===== src/core/smbus_temp_pkg.sv =====
package smbus_temp_pkg;

    // Register pointer values
    localparam logic [7:0] PTR_RESET       = 8'h00;
    localparam logic [7:0] ADDR_REMOTE1    = 8'h01;
    localparam logic [7:0] ADDR_REMOTE2    = 8'h02;
    localparam logic [7:0] ADDR_REMOTE3    = 8'h03;
    localparam logic [7:0] ADDR_REMOTE4    = 8'h04;
    localparam logic [7:0] ADDR_LOCAL      = 8'h07;
    localparam logic [7:0] ADDR_EXT1       = 8'h09;
    localparam logic [7:0] ADDR_CFG1       = 8'h0A;

    // Data formats
    localparam logic [7:0] TEMP_MAX        = 8'h7F;
    localparam logic [7:0] TEMP_MIN        = 8'h00;
    localparam logic [7:0] TEMP_FAULT      = 8'hFF;
    localparam int         EXT_LSB_POS     = 5;
    localparam int         RAW_W           = 12;
    localparam int         NUM_CH          = 5;

    // Default 7-bit slave address
    localparam logic [6:0] SLAVE_ADDR      = 7'h4C;

    // Hold timeout
    localparam int         CLK_MHZ         = 125;
    localparam int         HOLD_TIMEOUT_MS = 37;
    localparam int         HOLD_CYCLES     = HOLD_TIMEOUT_MS * 1000 * CLK_MHZ;

endpackage : smbus_temp_pkg


===== src/core/temp_channel_format.sv =====
`timescale 1ns/1ps
module temp_channel_format (
    // Raw result: signed whole degrees with three fractional bits
    input  wire logic signed [11:0] i_raw,
    input  wire logic               i_fault,
    // Formatted bytes
    output logic [7:0]              o_main,
    output logic [7:0]              o_ext
);
    logic signed [8:0] whole;

    always_comb begin
        whole = i_raw[11:3];
        if (i_fault) begin
            o_main = smbus_temp_pkg::TEMP_FAULT;                  // [RL16]
        end else if (whole > 9'sd127) begin
            o_main = smbus_temp_pkg::TEMP_MAX;                    // [RL15]
        end else if (whole < 9'sd0) begin
            o_main = smbus_temp_pkg::TEMP_MIN;                    // [RL15]
        end else begin
            o_main = whole[7:0];                                  // [RL11]
        end
        o_ext = {i_raw[2:0], 5'b0_0000};                          // [RL9] [RL11]
        if (i_fault || whole < 9'sd0) begin
            o_ext = 8'h00;
        end else if (whole > 9'sd127) begin
            o_ext = 8'hE0;
        end
    end
endmodule : temp_channel_format


===== src/core/smbus_temp_regs.sv =====
`timescale 1ns/1ps
// Functional notes
// RL1: All results and settings appear as eight-bit registers.
// RL2: One slave address reaches every register.
// RL3: Only write byte, read byte, send byte and receive byte are supported.
// RL4: Receive byte returns the register chosen by the stored pointer.
// RL5: Multimaster hosts beware: another master may move the shared pointer.
// RL6: Read byte: address-write, command, repeated start, address-read, one data byte.
// RL7: Send byte carries only a command and updates the pointer.
// RL8: Host NACKs the last read byte then issues stop.
// RL9: Remote channel 1 result is 11 bits, 0.125 degree steps.
// RL10: Other channels give 8-bit results in whole degrees.
// RL11: Upper eight bits in main register; channel 1 low bits in extended register.
// RL12: Host reads extended register before main register for full resolution.
// RL13: Reading extended register freezes channel 1 main byte until read.
// RL14: Freeze released after about 37 ms without the main read.
// RL15: Main byte unsigned, clamped to 0..127.
// RL16: Diode fault loads 1111 1111 into the main byte.
// RL17: Open anode and cathode inputs are flagged as a diode fault (code flags anode open or short only).
// RL18: Command pointer is eight bits, reset to zero.
// RL19: Write byte stores data into the register selected by the command (code stores data only into ADDR_CFG1 and drops writes to other registers).
module smbus_temp_regs #(
    parameter int HOLD_CYCLES = smbus_temp_pkg::HOLD_CYCLES
) (
    // Clock and reset
    input  wire logic        I_SYS_CLK,
    input  wire logic        I_SRST,
    // SMBus pins, sampled synchronously
    input  wire logic        I_SMB_CLK,
    input  wire logic        I_SMB_DATA,
    output logic             O_SMB_DATA,
    output logic             O_SMB_DATA_OE,
    // Conversion results: index 0 channel 1, 1..3 channels 2..4, 4 local
    input  wire logic [59:0] I_RAW_TEMP,
    input  wire logic [4:0]  I_RESULT_VALID,
    // Diode connection status per remote channel (open or short detected)
    input  wire logic [3:0]  I_DIODE_ANODE_OPEN,
    input  wire logic [3:0]  I_DIODE_SHORT,
    // Control and state
    output logic [7:0]       O_CFG1,
    output logic             O_HOLD_ACTIVE,
    output logic [7:0]       O_POINTER
);
    typedef enum logic [2:0] {
        ST_IDLE = 3'b000,
        ST_ADDR = 3'b001,
        ST_ACK  = 3'b010,
        ST_RX   = 3'b011,
        ST_TX   = 3'b100,
        ST_TACK = 3'b101
    } smb_state_e;

    ////////////////////////////////////////////////////////////////////////////////
    // Pin edge detection
    logic       scl_d_reg, sda_d_reg;
    logic       scl_rise, scl_fall, start_c, stop_c;

    always_ff @(posedge I_SYS_CLK) begin
        if (I_SRST) begin
            scl_d_reg <= 1'b1;
            sda_d_reg <= 1'b1;
        end else begin
            scl_d_reg <= I_SMB_CLK;
            sda_d_reg <= I_SMB_DATA;
        end
    end

    always_comb begin
        scl_rise = I_SMB_CLK & ~scl_d_reg;
        scl_fall = ~I_SMB_CLK & scl_d_reg;
        start_c  = I_SMB_CLK & scl_d_reg & sda_d_reg & ~I_SMB_DATA;
        stop_c   = I_SMB_CLK & scl_d_reg & ~sda_d_reg & I_SMB_DATA;
    end

    ////////////////////////////////////////////////////////////////////////////////
    // Channel formatting
    logic [7:0] main_b [smbus_temp_pkg::NUM_CH];
    logic [7:0] ext_b  [smbus_temp_pkg::NUM_CH];
    logic [4:0] fault;

    always_comb begin
        fault = {1'b0, I_DIODE_ANODE_OPEN | I_DIODE_SHORT};           // [RL17]
    end

    for (genvar g = 0; g < smbus_temp_pkg::NUM_CH; g++) begin : g_fmt
        temp_channel_format u_fmt (
            .i_raw   (I_RAW_TEMP[g*smbus_temp_pkg::RAW_W +: smbus_temp_pkg::RAW_W]),
            .i_fault (fault[g]),
            .o_main  (main_b[g]),
            .o_ext   (ext_b[g])
        );
    end

    ////////////////////////////////////////////////////////////////////////////////
    // Result registers and channel 1 coherence hold
    logic [7:0]  temp_reg [smbus_temp_pkg::NUM_CH];
    logic [7:0]  temp_next [smbus_temp_pkg::NUM_CH];
    logic [7:0]  ext1_reg, ext1_next;
    logic        hold_reg, hold_next;
    logic [23:0] hold_cnt_reg, hold_cnt_next;
    logic        rd_main1, rd_ext1;

    always_comb begin
        hold_next     = hold_reg;
        hold_cnt_next = hold_cnt_reg;
        ext1_next     = ext1_reg;
        for (int k = 0; k < smbus_temp_pkg::NUM_CH; k++) begin
            temp_next[k] = temp_reg[k];
            if (I_RESULT_VALID[k] && !(k == 0 && hold_reg)) begin   // [RL10] [RL13]
                temp_next[k] = main_b[k];
            end
        end
        if (I_RESULT_VALID[0] && !hold_reg) begin
            ext1_next = ext_b[0];
        end
        if (hold_reg) begin
            hold_cnt_next = hold_cnt_reg + 24'h00_0001;
            if (rd_main1 || hold_cnt_reg >= 24'(HOLD_CYCLES - 1)) begin // [RL14]
                hold_next = 1'b0;
            end
        end
        if (rd_ext1) begin
            hold_next     = 1'b1;                                   // [RL13]
            hold_cnt_next = 24'h00_0000;
        end
    end

    always_ff @(posedge I_SYS_CLK) begin
        if (I_SRST) begin
            for (int k = 0; k < smbus_temp_pkg::NUM_CH; k++) begin
                temp_reg[k] <= 8'h00;
            end
            ext1_reg     <= 8'h00;
            hold_reg     <= 1'b0;
            hold_cnt_reg <= 24'h00_0000;
        end else begin
            temp_reg     <= temp_next;
            ext1_reg     <= ext1_next;
            hold_reg     <= hold_next;
            hold_cnt_reg <= hold_cnt_next;
        end
    end

    ////////////////////////////////////////////////////////////////////////////////
    // SMBus slave engine
    smb_state_e st_reg, st_next;
    logic [7:0] sh_reg, sh_next;
    logic [3:0] bit_reg, bit_next;
    logic [1:0] byte_reg, byte_next;
    logic       rw_reg, rw_next;
    logic [7:0] ptr_reg, ptr_next;
    logic [7:0] cfg1_reg, cfg1_next;
    logic       oe_reg, oe_next;
    logic [7:0] rd_data;

    always_comb begin
        case (ptr_reg)                                              // [RL1] [RL4]
            smbus_temp_pkg::ADDR_REMOTE1: rd_data = temp_reg[0];
            smbus_temp_pkg::ADDR_REMOTE2: rd_data = temp_reg[1];
            smbus_temp_pkg::ADDR_REMOTE3: rd_data = temp_reg[2];
            smbus_temp_pkg::ADDR_REMOTE4: rd_data = temp_reg[3];
            smbus_temp_pkg::ADDR_LOCAL:   rd_data = temp_reg[4];
            smbus_temp_pkg::ADDR_EXT1:    rd_data = ext1_reg;
            smbus_temp_pkg::ADDR_CFG1:    rd_data = cfg1_reg;
            default:                      rd_data = 8'h00;
        endcase
    end

    always_comb begin
        st_next   = st_reg;
        sh_next   = sh_reg;
        bit_next  = bit_reg;
        byte_next = byte_reg;
        rw_next   = rw_reg;
        ptr_next  = ptr_reg;
        cfg1_next = cfg1_reg;
        oe_next   = oe_reg;
        rd_main1  = 1'b0;
        rd_ext1   = 1'b0;
        if (start_c) begin                                          // [RL6]
            st_next   = ST_ADDR;
            bit_next  = 4'h0;
            byte_next = 2'b00;
            oe_next   = 1'b0;
        end else if (stop_c) begin
            st_next = ST_IDLE;
            oe_next = 1'b0;
        end else begin
            case (st_reg)
                ST_IDLE: st_next = ST_IDLE;
                ST_ADDR, ST_RX: begin
                    if (scl_rise) begin
                        sh_next  = {sh_reg[6:0], I_SMB_DATA};
                        bit_next = bit_reg + 4'h1;
                    end
                    if (scl_fall && bit_reg == 4'h8) begin
                        bit_next = 4'h0;
                        if (st_reg == ST_ADDR) begin
                            rw_next = sh_reg[0];
                            if (sh_reg[7:1] == smbus_temp_pkg::SLAVE_ADDR) begin // [RL2]
                                st_next = ST_ACK;
                                oe_next = 1'b1;
                            end else begin
                                st_next = ST_IDLE;
                            end
                        end else begin
                            st_next = ST_ACK;
                            oe_next = 1'b1;
                            if (byte_reg == 2'b00) begin
                                ptr_next = sh_reg;                  // [RL7] [RL3]
                            end else if (ptr_reg == smbus_temp_pkg::ADDR_CFG1) begin
                                cfg1_next = sh_reg;                 // [RL19]
                            end
                            byte_next = (byte_reg == 2'b00) ? 2'b01 : 2'b10;
                        end
                    end
                end
                ST_ACK: begin
                    if (scl_fall) begin
                        oe_next = 1'b0;
                        if (rw_reg) begin
                            st_next  = ST_TX;
                            sh_next  = rd_data;                     // [RL4] [RL6]
                            rd_main1 = (ptr_reg == smbus_temp_pkg::ADDR_REMOTE1);
                            rd_ext1  = (ptr_reg == smbus_temp_pkg::ADDR_EXT1);
                            oe_next  = ~rd_data[7];
                        end else if (byte_reg == 2'b10) begin
                            st_next = ST_IDLE;                      // [RL3]
                        end else begin
                            st_next = ST_RX;
                        end
                    end
                end
                ST_TX: begin
                    if (scl_fall) begin
                        bit_next = bit_reg + 4'h1;
                        sh_next  = {sh_reg[6:0], 1'b1};
                        if (bit_reg == 4'h7) begin
                            st_next  = ST_TACK;
                            bit_next = 4'h0;
                            oe_next  = 1'b0;
                        end else begin
                            oe_next = ~sh_reg[6];
                        end
                    end
                end
                ST_TACK: begin
                    // One byte per read: the host's answer bit is not needed
                    if (scl_fall) begin
                        st_next = ST_IDLE;
                    end
                end
                default: st_next = ST_IDLE;
            endcase
        end
    end

    always_ff @(posedge I_SYS_CLK) begin
        if (I_SRST) begin
            st_reg   <= ST_IDLE;
            sh_reg   <= 8'h00;
            bit_reg  <= 4'h0;
            byte_reg <= 2'b00;
            rw_reg   <= 1'b0;
            ptr_reg  <= smbus_temp_pkg::PTR_RESET;                  // [RL18]
            cfg1_reg <= 8'h00;
            oe_reg   <= 1'b0;
        end else begin
            st_reg   <= st_next;
            sh_reg   <= sh_next;
            bit_reg  <= bit_next;
            byte_reg <= byte_next;
            rw_reg   <= rw_next;
            ptr_reg  <= ptr_next;
            cfg1_reg <= cfg1_next;
            oe_reg   <= oe_next;
        end
    end

    ////////////////////////////////////////////////////////////////////////////////
    // Outputs
    assign O_SMB_DATA    = 1'b0;
    assign O_SMB_DATA_OE = oe_reg;
    assign O_CFG1        = cfg1_reg;
    assign O_HOLD_ACTIVE = hold_reg;
    assign O_POINTER     = ptr_reg;

endmodule : smbus_temp_regs


===== config.mk =====
export PLATFORM = sky130hd
export DESIGN_NAME = smbus_temp_regs
export DESIGN_NICKNAME = d
export VERILOG_FILES = /design/src/core/smbus_temp_pkg.sv /design/src/core/temp_channel_format.sv /design/src/core/smbus_temp_regs.sv
export SDC_FILE = /design/constraint.sdc
export NUM_CORES = 1
export LEC_CHECK = 0
export BUFFER_PORTS_ARGS = -buffer_cell sky130_fd_sc_hd__buf_4
export CAP_MARGIN = 10
export CORE_ASPECT_RATIO = 1.4
export CORE_MARGIN = 2
export CORE_UTILIZATION = 45
export CTS_CLUSTER_DIAMETER = 120
export DETAILED_ROUTE_END_ITERATION = 7
export PLACE_DENSITY = 0.65
export RECOVER_POWER = 50
export SYNTH_ARGS = -nofsm -noshare
export SYNTH_HDL_FRONTEND = slang
export SYNTH_HIERARCHICAL = 1
export SYNTH_SLANG_ARGS = --single-unit

===== constraint.sdc =====
create_clock -name I_SYS_CLK -period 1.7 [get_ports I_SYS_CLK]
set_input_delay 0.255 -clock I_SYS_CLK [delete_from_list [all_inputs] [get_ports I_SYS_CLK]]
set_output_delay 0.255 -clock I_SYS_CLK [all_outputs]
set_load 0.05 [all_outputs]

### Word level (Yosys, flattened, before mapping)

Index checks and enable logic that the tools add are counted.

* order comparisons: 11
* eq/ne operators: 30
* reductions and logical operators: 21
* bitwise operators: 18
* $add $sub $neg: 2
* muxes and demuxes: 61

Operator list (count)
* 2-to-1 mux 8 bit: 20
* one-hot mux 8 bit (7 select lines): 1
* greater-than comparator 9 x 8 -> 1 bit, second input constant: 5
* less-than comparator 9 x 1 -> 1 bit, second input constant: 5
* adder 24 x 1 -> 24 bit, second input constant: 1
* >= comparator 24 x 23 -> 1 bit, second input constant: 1
* one-hot mux 8 bit (3 select lines): 1
* 2-to-1 mux 1 bit: 22
* 2-to-1 mux 3 bit: 7
* inequality test 4 bit, second input constant: 5
* AND reduction 5 bit: 4
* equality test 8 x 2 -> 1 bit, second input constant: 2
* equality test 8 x 3 -> 1 bit, second input constant: 2
* equality test 8 x 4 -> 1 bit, second input constant: 2
* 2-to-1 mux 4 bit: 4
* inequality test 2 bit, second input constant: 7
* AND reduction 7 bit: 2
* one-hot mux 3 bit (4 select lines): 1
* inverter 1 bit: 10
* equality test 8 x 1 -> 1 bit, second input constant: 1
* one-hot mux 4 bit (2 select lines): 1
* AND reduction 4 bit: 2
* AND 1 bit: 7
* equality test 7 bit, second input constant: 1
* other kinds (20): 29

* output and inout port bits: 19
* input port bits: 77
* register bits: 110

### Depth between registers and ports, before layout

Gate-level depths: netlist of run 1.

* word-level depth: 10
* depth in mapped cells: 8

### Modules after synthesis

The synthesis of run 1 kept the hierarchy.

Modules (own cells, without submodules)
* smbus_temp_regs: cells an instance 604, area each 5256.3 um2, instances 1
* temp_channel_format: cells an instance 30, area each 195.2 um2, instances 5

### Least setup slack after synthesis of run 1

Ideal clock, no wire load.

* path type: register to register
* start point: reg hold_reg (netlist: O_HOLD_ACTIVE)
* end point: reg hold_cnt_reg[23]
* setup time: 0.117 ns
* path slack: -0.455 ns
* data arrival time: 2.038 ns
* data required time: 1.583 ns
* stages on the path, launching flop included: 8
* clock period less this slack: 2.155 ns
* cells stage by stage: dfxtp_1 buf_4 nand3_2 or4_1 buf_2 nor4_2 xnor2_1 nor2_1

RTL lines
* start: declaration: line smbus_temp_regs.sv:99 `logic hold_reg, hold_next;`
* start signal: assignment: line smbus_temp_regs.sv:139 `hold_reg <= hold_next;`
* end signal: assignment: line smbus_temp_regs.sv:140 `hold_cnt_reg <= hold_cnt_next;`
* end: declaration: line smbus_temp_regs.sv:100 `logic [23:0] hold_cnt_reg, hold_cnt_next;`

### Worst setup path after layout of run 1

* start point: reg bit_reg[2]
* end point: reg cfg1_reg[3] (netlist: O_CFG1[3])

* cells in the longest elaborated chain, start to end: 3

RTL lines
* start: declaration: line smbus_temp_regs.sv:148 `logic [3:0] bit_reg, bit_next;`
* start signal: assignment: line smbus_temp_regs.sv:271 `bit_reg <= bit_next;`
* equality test 4 bit: line smbus_temp_regs.sv:196 `if (scl_fall && bit_reg == 4'h8) begin`
* logical AND 1 bit: line smbus_temp_regs.sv:196
* AND reduction 7 bit (no line)
* end signal: assignment: line smbus_temp_regs.sv:275 `cfg1_reg <= cfg1_next;`
* end: declaration: line smbus_temp_regs.sv:152 `logic [7:0] cfg1_reg, cfg1_next;`

Every way passes these cells.
A chain may end at the register's enable or synchronous reset.

==> reports/results.ini, run 1 <==
[layout]
synthToLayoutAreaGrowth_pct=23.2
fillers=1176
seqCellArea_um2=2230
drive_gt1_frac=0.258
largest_reg_flops=40
multi_input_area_um2=3450
design_area_um2=7270
final_nets=885
antennaDiodeCount=0
post-route-util=0.568

[detailed_routing]
vias=5120
drc=0
drt_iter0_drc=195
drtAntennaViolNets=0
wl_met2_mm=7.22
m1WireLength_mm=5.83
viasPerCell=5.32
drt-total-wl_mm=13.8
routedWlPerCell_um=14.3
top_layer=met4
drt_pass1_iterations=4
wl_met3_um=432

[sta]
fin_skew_ns=0.00741
rsz0062_at_grt=true
worst_pin_slew_ns=0.817
period_minus_slack_ns=1.62
max_freq_mhz=617
fin_ws_ns=0.0785
tns_ns=0
hold_viol=0
setup_violations=0
slew_headroom=0.456
slew_viol_final=0
period_share=0.954

[clock_network]
htree_levels=3
clockBufferDepth=2
clk_root_buffer_cell=clkbuf_16
clk_latency_ns=0.35
clk_pin_slew_ns=0.08
cts.sinks=110
cts_tree=built
cts_buffers=9
cts_hold_buf=0

[yosys]
postSynthAreaPerCell_um2=8.36
syn_inst=706
ys_warn_count=6
syn_area_um2=5900

[place]
place_hpwl_mm=10.4
gp_congestion=0.858
placed_cell_area_um2=6910
portBuffers=82
post-place-ws_ns=-0.0755

[die]
dieArea_um2=14100
io_pins=96
rows=49
start_util=0.461
coreArea_um2=12800
fp.dieW_um=101
dieHeight_um=140

[hold_path]
hold_path_class=in -> reg

[power_and_ir_drop]
power_mw=5.22
p_per_area_nw_per_um2=718
ir_worst_vdd_v=0.000506
p_leak_nw=3.02

[global_route]
grt_util_all_layers=0.201
grt_max_degree=42
grt_overflow=0
grt_pass1_wl_mm=23.2
antenna_found_initial=0
first_global_vias=5098

[worst_setup_path]
cp-start-kind=register
crit_type=reg -> reg
reg2reg_slack_ns=0.08
worstPathArrival_ns=1.86
setup.worst_path.end_class=register
cp_max_fo=8
critPathRequiredTime_ns=1.94

[flow_run]
maxCapViolCount=0

[status]
status=complete, no violations

[repair_timing]
item | 4_1_cts | 5_1_grt
setup buffers | 0 | 4
endpoints found under the setup margin | 20 | 39
resized for setup | 3 | 25
pin swaps | 0 | 8
[worst max-delay path, stage by stage, from the launching register on]
cell and delay (ns):
dfxtp_1 0.31, and4bb_4 0.33, nand4_4 0.13, nor4_4 0.32, buf_12 0.17, mux2i_1 0.19, nor2_1 0.05
[final cells by class]
type | count | area share
Multi-Input combinational cell | 527 | 0.475
Clock buffer | 9 | 0.0310
Sequential cell | 110 | 0.307
Inverter | 15 | 0.00774
Timing Repair Buffer | 142 | 0.145
Tap cell | 153 | 0.0263
Clock inverter | 7 | 0.00774
[metal layers]
layer  vias up  track usage
met5         -            0
met4         0       0.0851
met3        21       0.0261
met2        97        0.366
met1      2405        0.232
li1       2597            -
[power by group]
group / total (mW) / leakage (nW) / switching (mW) / internal, mW
combinational: 0.499 / 1.98 / 0.250 / 0.249
clock: 2.02 / 0.141 / 1.01 / 1.02
sequential: 2.70 / 0.908 / 0.0493 / 2.65
[cells in the final DEF (no fill, tap or decap), types with 6 or more instances in the layout]
master,n
clkbuf_16,9
nor3_2,11
nand2b_1,6
inv_1,15
o21bai_1,35
conb_1,8
o2bb2ai_1,6
xnor2_1,18
o21ai_0,13
dfxtp_1,94
dfxtp_2,11
nand3_1,15
a21oi_1,36
nor3_1,9
nand2_1,54
nor2_1,131
clkbuf_1,11
nor2b_1,12
o22ai_1,6
mux2i_1,79
xor2_1,6
or2_2,6
buf_4,125
[final timing paths]
check	start	end	cells past startpoint
min	I_SRST	rw_reg$_SDFFE_PP0P_	2
max	bit_reg[2]$_SDFFE_PP0P_	O_CFG1[3]$_SDFFE_PP0P_	6
max reg2reg	bit_reg[2]$_SDFFE_PP0P_	O_CFG1[3]$_SDFFE_PP0P_	6
min reg2reg	ext1_reg[1]$_SDFFE_PP0P_	ext1_reg[1]$_SDFFE_PP0P_	2
[metrics by stage]
stage,std cells,hold slack (ns)
2_1_floorplan,712,0.362
3_3_place_gp,943,0.442
3_5_place_dp,943,0.447
4_1_cts,959,0.129
5_1_grt,963,0.139
6_report,963,0.136
No activity file was read; power rests on OpenSTA's default activity.
==> inputs of run 2 (changes only) <==
==> constraint.sdc (replaced) <==
create_clock -name I_SYS_CLK -period 1.7 [get_ports I_SYS_CLK]
set_input_delay 0.17 -clock I_SYS_CLK [delete_from_list [all_inputs] [get_ports I_SYS_CLK]]
set_output_delay 0.17 -clock I_SYS_CLK [all_outputs]
set_load 0.05 [all_outputs]
==> reports/results.ini, run 2 (synthesis results as in run 1) <==
[die]
fp.dieW_um=101  ; unchanged
dieHeight_um=140  ; unchanged
dieArea_um2=14100  ; unchanged
coreArea_um2=12800  ; unchanged
io_pins=96  ; unchanged
start_util=0.461  ; unchanged
rows=49  ; unchanged

[sta]
slew_viol_final=0  ; unchanged
period_share=0.959  ; was 0.954
tns_ns=0  ; unchanged
max_freq_mhz=614  ; was 617 MHz
period_minus_slack_ns=1.63  ; was 1.62 ns
setup_violations=0  ; unchanged
hold_viol=0  ; unchanged
fin_ws_ns=0.0703  ; was 0.0785 ns
rsz0062_at_grt=true  ; unchanged
timing.hold.ws_ns=0.101  ; was 0.136 ns
fin_skew_ns=0.00652  ; was 0.00741 ns

[detailed_routing]
drt_iter0_drc=161  ; was 195
routedWlPerCell_um=14.4  ; was 14.3 µm
vias=5100  ; was 5,120
viasPerCell=5.31  ; was 5.32
drtAntennaViolNets=0  ; unchanged
drt_pass1_iterations=4  ; unchanged
drt-total-wl_mm=13.9  ; was 13.8 mm
drc=0  ; unchanged

[layout]
antennaDiodeCount=0  ; unchanged
final_nets=883  ; was 885
layout_common_cells=134 x buf_4, 132 x nor2_1, 91 x dfxtp_1  ; was 131 x nor2_1, 125 x buf_4, 94 x dfxtp_1
final_common_cell=buf_4  ; was nor2_1
drive_gt1_frac=0.270  ; was 0.258
instances_no_fill=961  ; was 963
synthToLayoutAreaGrowth_pct=24.2  ; was 23.2%
largest_reg_flops=40  ; unchanged
post-route-util=0.572  ; was 0.568
design_area_um2=7330  ; was 7270 µm²

[flow_run]
maxCapViolCount=0  ; unchanged

[global_route]
grt_overflow=0  ; unchanged
grt_max_degree=43  ; was 42
grt_util_all_layers=0.200  ; was 0.201
first_global_vias=5045  ; was 5,098
antenna_found_initial=0  ; unchanged
grt_pass1_wl_mm=23.0  ; was 23.2 mm

[power_and_ir_drop]
ir_worst_vdd_v=0.000485  ; was 0.000506 V
power_mw=5.26  ; was 5.22 mW
p_leak_nw=3.12  ; was 3.02 nW
p_per_area_nw_per_um2=718  ; about the same

[worst_setup_path]
critPathRequiredTime_ns=1.94  ; about the same
cp_max_fo=11  ; was 8
setup.worst_path.end_class=register  ; unchanged
crit_type=reg -> reg  ; unchanged
worstPathArrival_ns=1.87  ; was 1.86 ns
reg2reg_slack_ns=0.07  ; was 0.08 ns
cp-start-kind=register  ; unchanged

[place]
post-place-ws_ns=-0.0857  ; was -0.0755 ns
gp_congestion=0.827  ; was 0.858
dp_cells=941  ; was 943
portBuffers=82  ; unchanged
placed_cell_area_um2=6910  ; about the same
place_hpwl_mm=10.4  ; about the same

[hold_path]
hold_path_class=in -> reg  ; unchanged

[clock_network]
cts_tree=built  ; unchanged
cts.sinks=110  ; unchanged
clockBufferDepth=2  ; unchanged
cts_buffers=9  ; unchanged
clk_root_buffer_cell=clkbuf_16  ; unchanged
clk_pin_slew_ns=0.07  ; was 0.08 ns
clk_latency_ns=0.35  ; about the same
htree_levels=3  ; unchanged

[status]
status=complete, no violations  ; unchanged

[run 2: cell type report]
class,instances,area (µm²)
repair buffers,140,1090
clock buffers,13,282
fillers,1189,5480
clock inverters,3,15.0
well taps,153,191
inverters,15,56.3
flip-flops and latches,110,2250
multi-input cells,527,3450
[run 2: worst max-delay path: stages (launching register included)]
cell and delay, ns:
dfxtp_4 0.44, buf_4 0.15, mux2_2 0.33, a221o_1 0.35, a32o_1 0.25
[run 2: path summary, 6_finish.rpt]
kind,startpoint,endpoint,cells after the start
setup reg to reg,O_POINTER[3]$_SDFFE_PP0P_,sh_reg[0]$_SDFFE_PP0P_,4
hold / removal,I_SMB_DATA,sda_d_reg$_SDFF_PP1_,3
setup / recovery,O_POINTER[3]$_SDFFE_PP0P_,sh_reg[0]$_SDFFE_PP0P_,4
hold reg to reg,ext1_reg[7]$_SDFFE_PP0P_,ext1_reg[7]$_SDFFE_PP0P_,2
[run 2: report_power, final]
| group | switching (mW) | total, mW | internal, mW |
|---|---|---|---|
| sequential | 0.0500 | 2.70 | 2.65 |
| clock | 0.908 | 2.07 | 1.16 |
| combinational | 0.249 | 0.500 | 0.250 |
| total | 1.21 | 5.26 | 4.06 |
[run 2: per-layer routing]
layer,wire (µm),global-route usage,vias up
met4,255,0.0663,0
met1,5880,0.232,2387
met2,7280,0.362,90
met5,0,0,-
met3,437,0.0367,21
li1,-,-,2602
[run 2: what timing repair did]
| action | CTS | global route |
|---|---|---|
| endpoints found under the hold margin | 0 | 0 |
| gates resized for setup | 4 | 26 |
| hold buffers | 0 | 0 |
| buffers inserted | 0 | 4 |
| endpoints found under the setup margin | 13 | 37 |
| pin swaps | 0 | 5 |
